==> config.mk <==
export PLATFORM = sky130hd
export DESIGN_NAME = vic_ctrl_flat
export DESIGN_NICKNAME = d
export VERILOG_FILES = /design/src/logic/vic_pkg.sv /design/src/logic/vic_if.sv /design/src/logic/vic_ctrl.sv /design/src/flat_wrapper.sv
export SDC_FILE = /design/constraint.sdc
export NUM_CORES = 2
export LEC_CHECK = 0
export BUFFER_PORTS_ARGS = -buffer_cell sky130_fd_sc_hd__buf_4
export CORE_MARGIN = 1
export CORE_UTILIZATION = 26
export DETAILED_ROUTE_END_ITERATION = 7
export GPL_TIMING_DRIVEN = 1
export HOLD_SLACK_MARGIN = 0.12
export PLACE_DENSITY = 0.42
export SYNTH_ARGS = -nofsm -noshare
export SYNTH_HDL_FRONTEND = slang
export SYNTH_SLANG_ARGS = --single-unit
==> constraint.sdc <==
create_clock -name pclk -period 79.8 [get_ports pclk]
set_clock_uncertainty 0.2 [all_clocks]
set_input_delay 0 -clock pclk [delete_from_list [all_inputs] [get_ports pclk]]
set_output_delay 0 -clock pclk [all_outputs]
set_load 0.05 [all_outputs]
==> src/logic/vic_pkg.sv <==
// constants and shared types of the vectored interrupt controller
// Operation
// - thirty-two vectors, each enabled on its own
// - per-vector priority, eight levels, runtime writable
// - up to eight nested levels, higher preempts
// - software write raises a vector's pending request
// - software write clears a pending request
// - per-vector handler address, no fixed table
// - request sets pending on next clock edge
// - posted set one step after pending
// - priority evaluation takes three clocks
// - address offered, acknowledge clears pending then posted
// - acknowledge indication cleared after seven cycles
// - completion restores previous active interrupt status
// - core finishes instruction, pushes pc, branches
// - return pops pc, resumes after interrupted instruction
// - equal priority: lower vector number wins
// - per-vector selector over three sources
// - two 16-bit dma terminal buses, low/high halves
// - 32-bit routing bus, bit n to vector n
// - fixed inputs; vectors 2, 26 have none
// - any source reaches any vector through routing
package vic_pkg;
  localparam int          NUM_VEC     = 32;
  localparam int          VEC_W       = 5;
  localparam int          PRIO_W      = 3;
  localparam int          APRIO_W     = 4;
  localparam int          NEST_MAX    = 8;
  localparam int          DEPTH_W     = 4;
  localparam int          HADDR_W     = 16;
  localparam int          DMA_W       = 16;
  localparam int          PADDR_W     = 12;
  localparam int          EVAL_CLKS   = 3;
  localparam int          ACK_CLKS    = 7;
  localparam int          CNT_W       = 3;
  localparam int          PRIO_PER_W  = 8;
  localparam int          SRC_PER_W   = 16;
  localparam logic [31:0] FIXED_MASK  = 32'hFBFF_FFFB;
  localparam logic [APRIO_W-1:0] PRIO_NONE = 4'h8;
  localparam logic [PADDR_W-1:0] OFF_ENABLE   = 12'h000;
  localparam logic [PADDR_W-1:0] OFF_SET_PENDING_FLAG = 12'h004;
  localparam logic [PADDR_W-1:0] OFF_CLR_PENDING_FLAG = 12'h008;
  localparam logic [PADDR_W-1:0] OFF_STATUS   = 12'h00C;
  localparam logic [PADDR_W-1:0] OFF_PRIO     = 12'h010;
  localparam logic [PADDR_W-1:0] OFF_SRC      = 12'h020;
  localparam logic [PADDR_W-1:0] OFF_ADDR     = 12'h080;
  localparam logic [31:0] ENABLE_RST  = 32'h0000_0000;
  localparam logic [31:0] PRIO_RST    = 32'h0000_0000;
  localparam logic [31:0] SRC_RST     = 32'h0000_0000;
  localparam logic [HADDR_W-1:0] ADDR_RST = 16'h0000;

  typedef enum logic [1:0] {
    VIC_SRC_FIXED = 2'b00,
    VIC_SRC_DMA   = 2'b01,
    VIC_SRC_ROUTE = 2'b10,
    VIC_SRC_OFF   = 2'b11
  } vic_src_t;

  typedef enum logic [1:0] {
    VIC_ST_IDLE = 2'b00,
    VIC_ST_EVAL = 2'b01,
    VIC_ST_REQ  = 2'b10,
    VIC_ST_ACK  = 2'b11
  } vic_state_t;
endpackage : vic_pkg

==> src/logic/vic_if.sv <==
// link between the interrupt controller and the cpu core
interface vic_if;
  import vic_pkg::*;
  logic               irq_req;
  logic [VEC_W-1:0]   irq_vector;
  logic [HADDR_W-1:0] handler_addr;
  logic               ack_seen;
  logic               core_acknowledge;
  logic               handler_complete;

  modport ctrl (
    output irq_req,
    output irq_vector,
    output handler_addr,
    output ack_seen,
    input  core_acknowledge,
    input  handler_complete
  );

  modport core (
    input  irq_req,
    input  irq_vector,
    input  handler_addr,
    input  ack_seen,
    output core_acknowledge,
    output handler_complete
  );
endinterface : vic_if

==> src/logic/vic_ctrl.sv <==
// interrupt controller end: apb registers, capture, arbitration, nesting
module vic_ctrl (
  input  wire logic                            pclk,
  input  wire logic                            presetn,
  input  wire logic                            psel,
  input  wire logic                            penable,
  input  wire logic                            pwrite,
  input  wire logic [vic_pkg::PADDR_W-1:0]     paddr,
  input  wire logic [31:0]                     pwdata,
  output logic      [31:0]                     prdata,
  output logic                                 pready,
  output logic                                 pslverr,
  input  wire logic [vic_pkg::NUM_VEC-1:0]     fixed_irq,
  input  wire logic [vic_pkg::DMA_W-1:0]       dma_terminal_out_low,
  input  wire logic [vic_pkg::DMA_W-1:0]       dma_terminal_out_high,
  input  wire logic [vic_pkg::NUM_VEC-1:0]     route_irq,
  vic_if.ctrl                                  link
);
  import vic_pkg::*;

  logic [NUM_VEC-1:0] enable_reg;
  logic [NUM_VEC-1:0] pending_flag;
  logic [NUM_VEC-1:0] posted_flag;
  logic [NUM_VEC-1:0] src_q_reg;
  logic [NUM_VEC-1:0] posted_flag_clr_reg;
  logic [PRIO_W-1:0]  prio_reg [NUM_VEC];
  vic_src_t           src_reg  [NUM_VEC];
  logic [HADDR_W-1:0] addr_mem [NUM_VEC];
  logic [31:0]        prdata_reg;
  logic               rd_err_reg;
  vic_state_t         state_reg;
  logic [CNT_W-1:0]   cnt_reg;
  logic [VEC_W-1:0]   win_vec_reg;
  logic [APRIO_W-1:0] win_prio_reg;
  logic [HADDR_W-1:0] haddr_reg;
  logic [APRIO_W-1:0] act_prio_reg;
  logic [VEC_W-1:0]   act_vec_reg;
  logic [DEPTH_W-1:0] depth_reg;
  logic [APRIO_W-1:0] stk_prio [NEST_MAX];
  logic [VEC_W-1:0]   stk_vec  [NEST_MAX];

  logic               wr_en;
  logic               setup;
  logic [NUM_VEC-1:0] sel_src;
  logic [NUM_VEC-1:0] hw_set;
  logic [NUM_VEC-1:0] sw_set;
  logic [NUM_VEC-1:0] sw_clr;
  logic [NUM_VEC-1:0] ack_clr;
  logic               cand;
  logic [VEC_W-1:0]   best_vec;
  logic [APRIO_W-1:0] best_prio;
  logic [31:0]        rd_data;
  logic               rd_ok;
  logic               ack;
  logic               done;

  assign setup   = psel & ~penable;
  assign wr_en   = psel & penable & pwrite;
  assign pready  = 1'b1;
  assign prdata  = prdata_reg;
  assign pslverr = psel & penable & rd_err_reg;

  // source selection per vector
  always_comb begin
    for (int v = 0; v < NUM_VEC; v++) begin
      unique case (src_reg[v])
        VIC_SRC_FIXED: sel_src[v] = fixed_irq[v] & FIXED_MASK[v];
        VIC_SRC_DMA:   sel_src[v] = (v < DMA_W) ? dma_terminal_out_low[v % DMA_W]
                                               : dma_terminal_out_high[v % DMA_W];
        VIC_SRC_ROUTE: sel_src[v] = route_irq[v];
        VIC_SRC_OFF:   sel_src[v] = 1'b0;
      endcase
    end
  end

  // edge capture so a level held through the handler does not re-fire
  assign hw_set = sel_src & ~src_q_reg;
  assign sw_set = (wr_en && paddr == OFF_SET_PENDING_FLAG) ? pwdata : '0;
  assign sw_clr = (wr_en && paddr == OFF_CLR_PENDING_FLAG) ? pwdata : '0;
  assign ack    = (state_reg == VIC_ST_REQ) & link.core_acknowledge;
  assign done   = link.handler_complete & (depth_reg != '0);
  assign ack_clr = ack ? (NUM_VEC'(1) << win_vec_reg) : '0;

  always_ff @(posedge pclk or negedge presetn) begin
    if (!presetn) begin
      src_q_reg <= '0;
    end else begin
      src_q_reg <= sel_src;
    end
  end

  // a new request in the clearing cycle wins over the clear
  always_ff @(posedge pclk or negedge presetn) begin
    if (!presetn) begin
      pending_flag <= '0;
    end else begin
      pending_flag <= (pending_flag & ~sw_clr & ~ack_clr) | hw_set | sw_set;
    end
  end

  always_ff @(posedge pclk or negedge presetn) begin
    if (!presetn) begin
      posted_flag  <= '0;
      posted_flag_clr_reg <= '0;
    end else begin
      posted_flag_clr_reg <= ack_clr;
      posted_flag  <= (posted_flag & ~posted_flag_clr_reg & ~sw_clr) | (pending_flag & ~sw_clr & enable_reg);
    end
  end

  // priority search, 0 is most urgent; descending walk with <= keeps the lower number
  always_comb begin
    best_prio = PRIO_NONE;
    best_vec  = '0;
    for (int v = NUM_VEC - 1; v >= 0; v--) begin
      if (posted_flag[v] && {1'b0, prio_reg[v]} <= best_prio) begin
        best_prio = {1'b0, prio_reg[v]};
        best_vec  = VEC_W'(v);
      end
    end
  end

  // only a strictly more urgent level may preempt the running handler
  assign cand = (best_prio < act_prio_reg) && (depth_reg < DEPTH_W'(NEST_MAX));

  always_ff @(posedge pclk or negedge presetn) begin
    if (!presetn) begin
      state_reg    <= VIC_ST_IDLE;
      cnt_reg      <= '0;
      win_vec_reg  <= '0;
      win_prio_reg <= PRIO_NONE;
      haddr_reg    <= '0;
    end else begin
      unique case (state_reg)
        VIC_ST_IDLE: begin
          if (cand) begin
            state_reg <= VIC_ST_EVAL;
            cnt_reg   <= CNT_W'(1);
          end
        end
        VIC_ST_EVAL: begin
          cnt_reg <= cnt_reg + CNT_W'(1);
          if (cnt_reg == CNT_W'(EVAL_CLKS - 1)) begin
            state_reg    <= cand ? VIC_ST_REQ : VIC_ST_IDLE;
            win_vec_reg  <= best_vec;
            win_prio_reg <= best_prio;
            haddr_reg    <= addr_mem[best_vec];
          end
        end
        VIC_ST_REQ: begin
          if (ack) begin
            state_reg <= VIC_ST_ACK;
            cnt_reg   <= CNT_W'(1);
          end
        end
        VIC_ST_ACK: begin
          cnt_reg <= cnt_reg + CNT_W'(1);
          if (cnt_reg == CNT_W'(ACK_CLKS)) begin
            state_reg <= VIC_ST_IDLE;
          end
        end
      endcase
    end
  end

  assign link.irq_req      = (state_reg == VIC_ST_REQ);
  assign link.irq_vector   = win_vec_reg;
  assign link.handler_addr = haddr_reg;
  assign link.ack_seen     = (state_reg == VIC_ST_ACK);

  // nesting stack of the interrupted handlers' status
  always_ff @(posedge pclk or negedge presetn) begin
    if (!presetn) begin
      depth_reg    <= '0;
      act_prio_reg <= PRIO_NONE;
      act_vec_reg  <= '0;
      for (int i = 0; i < NEST_MAX; i++) begin
        stk_prio[i] <= PRIO_NONE;
        stk_vec[i]  <= '0;
      end
    end else if (ack) begin
      stk_prio[depth_reg[2:0]] <= act_prio_reg;
      stk_vec[depth_reg[2:0]]  <= act_vec_reg;
      depth_reg    <= depth_reg + DEPTH_W'(1);
      act_prio_reg <= win_prio_reg;
      act_vec_reg  <= win_vec_reg;
    end else if (done) begin
      depth_reg    <= depth_reg - DEPTH_W'(1);
      act_prio_reg <= stk_prio[3'(depth_reg - DEPTH_W'(1))];
      act_vec_reg  <= stk_vec[3'(depth_reg - DEPTH_W'(1))];
    end
  end

  // configuration writes
  always_ff @(posedge pclk or negedge presetn) begin
    if (!presetn) begin
      enable_reg <= ENABLE_RST;
      for (int v = 0; v < NUM_VEC; v++) begin
        prio_reg[v] <= PRIO_RST[PRIO_W-1:0];
        src_reg[v]  <= vic_src_t'(SRC_RST[1:0]);
        addr_mem[v] <= ADDR_RST;
      end
    end else if (wr_en) begin
      if (paddr == OFF_ENABLE) begin
        enable_reg <= pwdata;
      end
      for (int v = 0; v < NUM_VEC; v++) begin
        if (paddr == OFF_PRIO + PADDR_W'((v / PRIO_PER_W) * 4)) begin
          prio_reg[v] <= pwdata[(v % PRIO_PER_W) * 4 +: PRIO_W];
        end
        if (paddr == OFF_SRC + PADDR_W'((v / SRC_PER_W) * 4)) begin
          src_reg[v] <= vic_src_t'(pwdata[(v % SRC_PER_W) * 2 +: 2]);
        end
        if (paddr == OFF_ADDR + PADDR_W'(v * 4)) begin
          addr_mem[v] <= pwdata[HADDR_W-1:0];
        end
      end
    end
  end

  // read decode; unmapped words read zero with an error
  always_comb begin
    rd_data = '0;
    rd_ok   = 1'b0;
    if (paddr == OFF_ENABLE) begin
      rd_data = enable_reg;
      rd_ok   = 1'b1;
    end else if (paddr == OFF_SET_PENDING_FLAG) begin
      rd_data = pending_flag;
      rd_ok   = 1'b1;
    end else if (paddr == OFF_CLR_PENDING_FLAG) begin
      rd_data = posted_flag;
      rd_ok   = 1'b1;
    end else if (paddr == OFF_STATUS) begin
      rd_data = {12'h000, state_reg, depth_reg, act_prio_reg, win_vec_reg, act_vec_reg};
      rd_ok   = 1'b1;
    end
    for (int v = 0; v < NUM_VEC; v++) begin
      if (paddr == OFF_PRIO + PADDR_W'((v / PRIO_PER_W) * 4)) begin
        rd_data[(v % PRIO_PER_W) * 4 +: PRIO_W] = prio_reg[v];
        rd_ok = 1'b1;
      end
      if (paddr == OFF_SRC + PADDR_W'((v / SRC_PER_W) * 4)) begin
        rd_data[(v % SRC_PER_W) * 2 +: 2] = src_reg[v];
        rd_ok = 1'b1;
      end
      if (paddr == OFF_ADDR + PADDR_W'(v * 4)) begin
        rd_data[HADDR_W-1:0] = addr_mem[v];
        rd_ok = 1'b1;
      end
    end
  end

  // read data latched in the setup cycle so prdata comes from a flop
  always_ff @(posedge pclk or negedge presetn) begin
    if (!presetn) begin
      prdata_reg <= '0;
      rd_err_reg <= 1'b0;
    end else if (setup) begin
      prdata_reg <= pwrite ? 32'h0000_0000 : rd_data;
      rd_err_reg <= ~rd_ok;
    end
  end
endmodule : vic_ctrl

==> src/flat_wrapper.sv <==
// flat-port wrapper written by rule: the top's interface ports become plain ports
module vic_ctrl_flat import vic_pkg::*;
  (pclk, presetn, psel, penable, pwrite, paddr, pwdata, prdata, pready, pslverr, fixed_irq, dma_terminal_out_low, dma_terminal_out_high, route_irq, link_irq_req, link_irq_vector, link_handler_addr, link_ack_seen, link_core_acknowledge, link_handler_complete);
  vic_if link_i ();
  input  wire logic pclk;
  input  wire logic presetn;
  input  wire logic psel;
  input  wire logic penable;
  input  wire logic pwrite;
  input  wire logic [vic_pkg::PADDR_W-1:0] paddr;
  input  wire logic [31:0] pwdata;
  output logic      [31:0] prdata;
  output logic pready;
  output logic pslverr;
  input  wire logic [vic_pkg::NUM_VEC-1:0] fixed_irq;
  input  wire logic [vic_pkg::DMA_W-1:0] dma_terminal_out_low;
  input  wire logic [vic_pkg::DMA_W-1:0] dma_terminal_out_high;
  input  wire logic [vic_pkg::NUM_VEC-1:0] route_irq;
  output wire logic [$bits(link_i.irq_req)-1:0] link_irq_req;
  output wire logic [$bits(link_i.irq_vector)-1:0] link_irq_vector;
  output wire logic [$bits(link_i.handler_addr)-1:0] link_handler_addr;
  output wire logic [$bits(link_i.ack_seen)-1:0] link_ack_seen;
  input wire logic [$bits(link_i.core_acknowledge)-1:0] link_core_acknowledge;
  input wire logic [$bits(link_i.handler_complete)-1:0] link_handler_complete;
  assign link_irq_req = link_i.irq_req;
  assign link_irq_vector = link_i.irq_vector;
  assign link_handler_addr = link_i.handler_addr;
  assign link_ack_seen = link_i.ack_seen;
  assign link_i.core_acknowledge = link_core_acknowledge;
  assign link_i.handler_complete = link_handler_complete;
  vic_ctrl u_core (.pclk(pclk), .presetn(presetn), .psel(psel), .penable(penable), .pwrite(pwrite), .paddr(paddr), .pwdata(pwdata), .prdata(prdata), .pready(pready), .pslverr(pslverr), .fixed_irq(fixed_irq), .dma_terminal_out_low(dma_terminal_out_low), .dma_terminal_out_high(dma_terminal_out_high), .route_irq(route_irq), .link(link_i));
endmodule
==> reports/results.ini <==
[worst_setup_path]
critPathSlowestCell = o31ai_1
worstSetupEndpoint = u_core.link.handler_addr[15]
startpoint_type = register
arrival_ps = 56350
reg2reg_depth = 219
r2r-start = u_core.posted_flag[31]
cp_max_fo = 29
crit_type = reg -> reg
crit_path_max_incr_delay_ps = 960
r2r_slack_ps = 23870
crit_required_ps = 80220
crit_start = u_core.posted_flag[31]
reg2reg_to = u_core.link.handler_addr[15]
end_kind = register

[die]
start_util_pct = 26.28
dieArea_sq_um = 209600
die_h_um = 457.9
rows = 166
core_area_sq_um = 205600
pin_count = 204
die_x_um = 457.9

[synthesis]
ys_types = 104
synthesis.area_sq_um = 54030
synthXorXnorAreaFrac_pct = 0.08105
avgSynthCellArea_sq_um = 10.37
synthAdderAreaFrac_pct = 2.339
synth_compound_gate_area_share_pct = 15.72
synth_area_leader_cell = dfrtp_1
async_flop_share_pct = 100.0
synth_flop_cell = dfrtp_1
synth.area.top_cells = dfrtp_1 45%, mux2_2 16%, nand2_1 4.0%
synth_edf_count = 0
ys_seq_area_share_pct = 45.41
synthMuxAreaShare_pct = 19.98
syn_inst = 5209
syn_nets = 5457
yosys_warnings = 0
synth-simple-area-share_pct = 12.50
synth_top_family_by_area = multiplexers
synth_seq_cells = 980
yosysTopAreaCellShare_pct = 44.93
yosys-top-cells-count = 970 x dfrtp_1, 774 x mux2_2, 579 x nand2_1, 295 x clkbuf_1, 264 x nor2_1
synth.most_common_cell = dfrtp_1

[clock_network]
htree_num_levels = 3
cts_root_buf = clkbuf_16
cts_buffers = 118
cts.sinks = 980
cts_setup_buffers = 0
clkLatencyLatePin_ps = 790
cts.path.max_buffers = 3
cts_tree = built
clkTransAtPathRegs_ps = 60

[timing]
rsz0062_at_grt = false
tightest_slew_ps = 1202
fmax_ghz = 0.01788
finalSetupViolCount = 0
slew_viol_final = 0
setup_tns_ps = 0
setup_ws_ps = 23870
relSlewSlack_pct = 18.85
finalCritPeriodShare_pct = 70.08
final_hold_viol_count = 0
fin_crit_ps = 55930

[outcome]
status = completed

[finish]
nets = 5765
largest_reg_flops = 512
n_fill_cell = 21140
syn_to_final_growth_pct = 20.44
instances_no_fill = 8310
drive_above_1_share_pct = 26.09
stdcell_area_sq_um = 65070

[placement]
port_buffers = 200
place_area_sq_um = 58730
post-place-ws_ps = 24540
dp_hpwl_mm = 177.2
gp_congestion = 0.9055
dp_cells = 7875

[global_routing]
grt_max_degree = 101
first_global_vias = 46530
antenna_found_initial = 14
grtUsageTotal_pct = 23.52
grt_pass1_wl_mm = 356.7
grt_overflow = 0

[power]
leakagePower_nw = 29.22
ir_drop_uv = 17.59
power.total_mw = 1.228
pwr_density_cell_nw_per_um2 = 18.87

[run]
drv_cap = 0

[drt]
dr.pass1.iters = 6
drc = 0
wl_per_cell_um = 30.38
vias = 46550
ant_nets = 0
wl_mm = 252.4
post_drt_via_cell_ratio = 5.602
drt_iter0_markers = 4676

[min_path]
hp-class = in -> reg

-- power breakdown --
group / internal (mW) / switching [mW]
combinational: 0.0440 / 0.0901
clock: 0.349 / 0.240
sequential: 0.500 / 0.00420
total: 0.893 / 0.334
-- layout by cell type, fill, tap and decap left out, types with 32 or more instances in the layout --
| master | netlist | routed |
|---|---|---|
| dfrtp_1 | 970 | 970 |
| mux2_2 | 774 | 774 |
| nand2_1 | 579 | 579 |
| buf_4 | 19 | 355 |
| o21ai_0 | 254 | 252 |
| nor2_1 | 264 | 250 |
| nand3_1 | 219 | 219 |
| a21oi_1 | 210 | 210 |
| dlygate4sd3_1 | 0 | 209 |
| mux2i_1 | 165 | 165 |
| inv_1 | 136 | 136 |
| clkbuf_16 | 0 | 119 |
| ha_1 | 101 | 101 |
| a22oi_1 | 98 | 98 |
| a221oi_1 | 83 | 83 |
| o22ai_1 | 80 | 80 |
| nand4_1 | 65 | 65 |
| nor3_1 | 64 | 59 |
| a221o_1 | 45 | 45 |
| nand3b_1 | 42 | 42 |
| a211oi_1 | 38 | 38 |
| o21a_1 | 37 | 37 |
| o221ai_1 | 37 | 37 |
| a222oi_1 | 36 | 36 |
| clkbuf_8 | 0 | 32 |
-- how the worst min path moves through the flow --
stage                             end        from  slack (ps)  depth (start not counted)
3_3_place_gp        u_core.stk_vec[0]     presetn        -100                          1
5_1_grt         u_core.posted_flag[9]   pwdata[9]         180                          3
3_5_place_dp       u_core.stk_vec[20]     presetn        -100                          1
4_1_cts        u_core.pending_flag[8]   pwdata[8]         120                          4
2_1_floorplan               async pin     presetn        -500                          0
6_report           u_core.src_reg[51]  pwdata[13]         160                          4
-- layout make-up --
| type | count | area (sq um) | share of cell area [%] |
|---|---|---|---|
| inverter | 139 | 521.8 | 0.8018 |
| multi-input combinational | 3710 | 27590 | 42.39 |
| antenna | 3 | 7.507 | 0.01154 |
| clock inverter | 56 | 744.5 | 1.144 |
| sequential | 980 | 24540 | 37.71 |
| clock buffer | 166 | 3475 | 5.340 |
| tap | 2688 | 3363 | 5.168 |
| timing repair buffer | 568 | 4840 | 7.437 |
-- cells by family (layout without fill, tap and decap cells) --
kind of cell	Yosys count	in the layout
AND/OR/NAND/NOR	1428	1428
flip-flops	980	980
adder cells (fa/ha/maj)	101	101
XOR/XNOR	5	5
buffers and inverters	519	929
multiplexers	958	958
other	1	4
AO/OA/AOI/OAI	1217	1217
-- metal layers --
layer | track usage (%) | up-vias | wire (um)
li1 | - | 20060 | -
met1 | 30.57 | 24430 | 107300
met3 | 3.316 | 384 | 14600
met4 | 9.158 | 10 | 10320
met5 | 0 | - | 57
met2 | 39.26 | 1665 | 120200
-- repair_timing --
action	4_1_cts	5_1_grt
resized for setup	0	0
endpoints found under the hold margin	1194	0
hold buffers	210	0
-- metrics by stage --
step	hold WS [ps]	utilization, %
final	157.9	31.65
after global routing	175.9	31.64
after CTS	120.3	31.64
after detailed placement	-95.65	28.56
after global placement	-96.17	28.56
after floorplan	-495.6	-
-- worst max-delay path, delay by kind of cell, from the launching register on --
| kind | cells | cell delay [ps] |
|---|---|---|
| and+or+nand+nor | 59 | 10910 |
| AOI/OAI and AO/OA | 115 | 31120 |
| adders and majority gates | 31 | 8890 |
| buffers and inverters | 9 | 1930 |
| muxes | 5 | 1890 |
| DFF | 1 | 640 |
No activity file was read; power rests on OpenSTA's default activity.
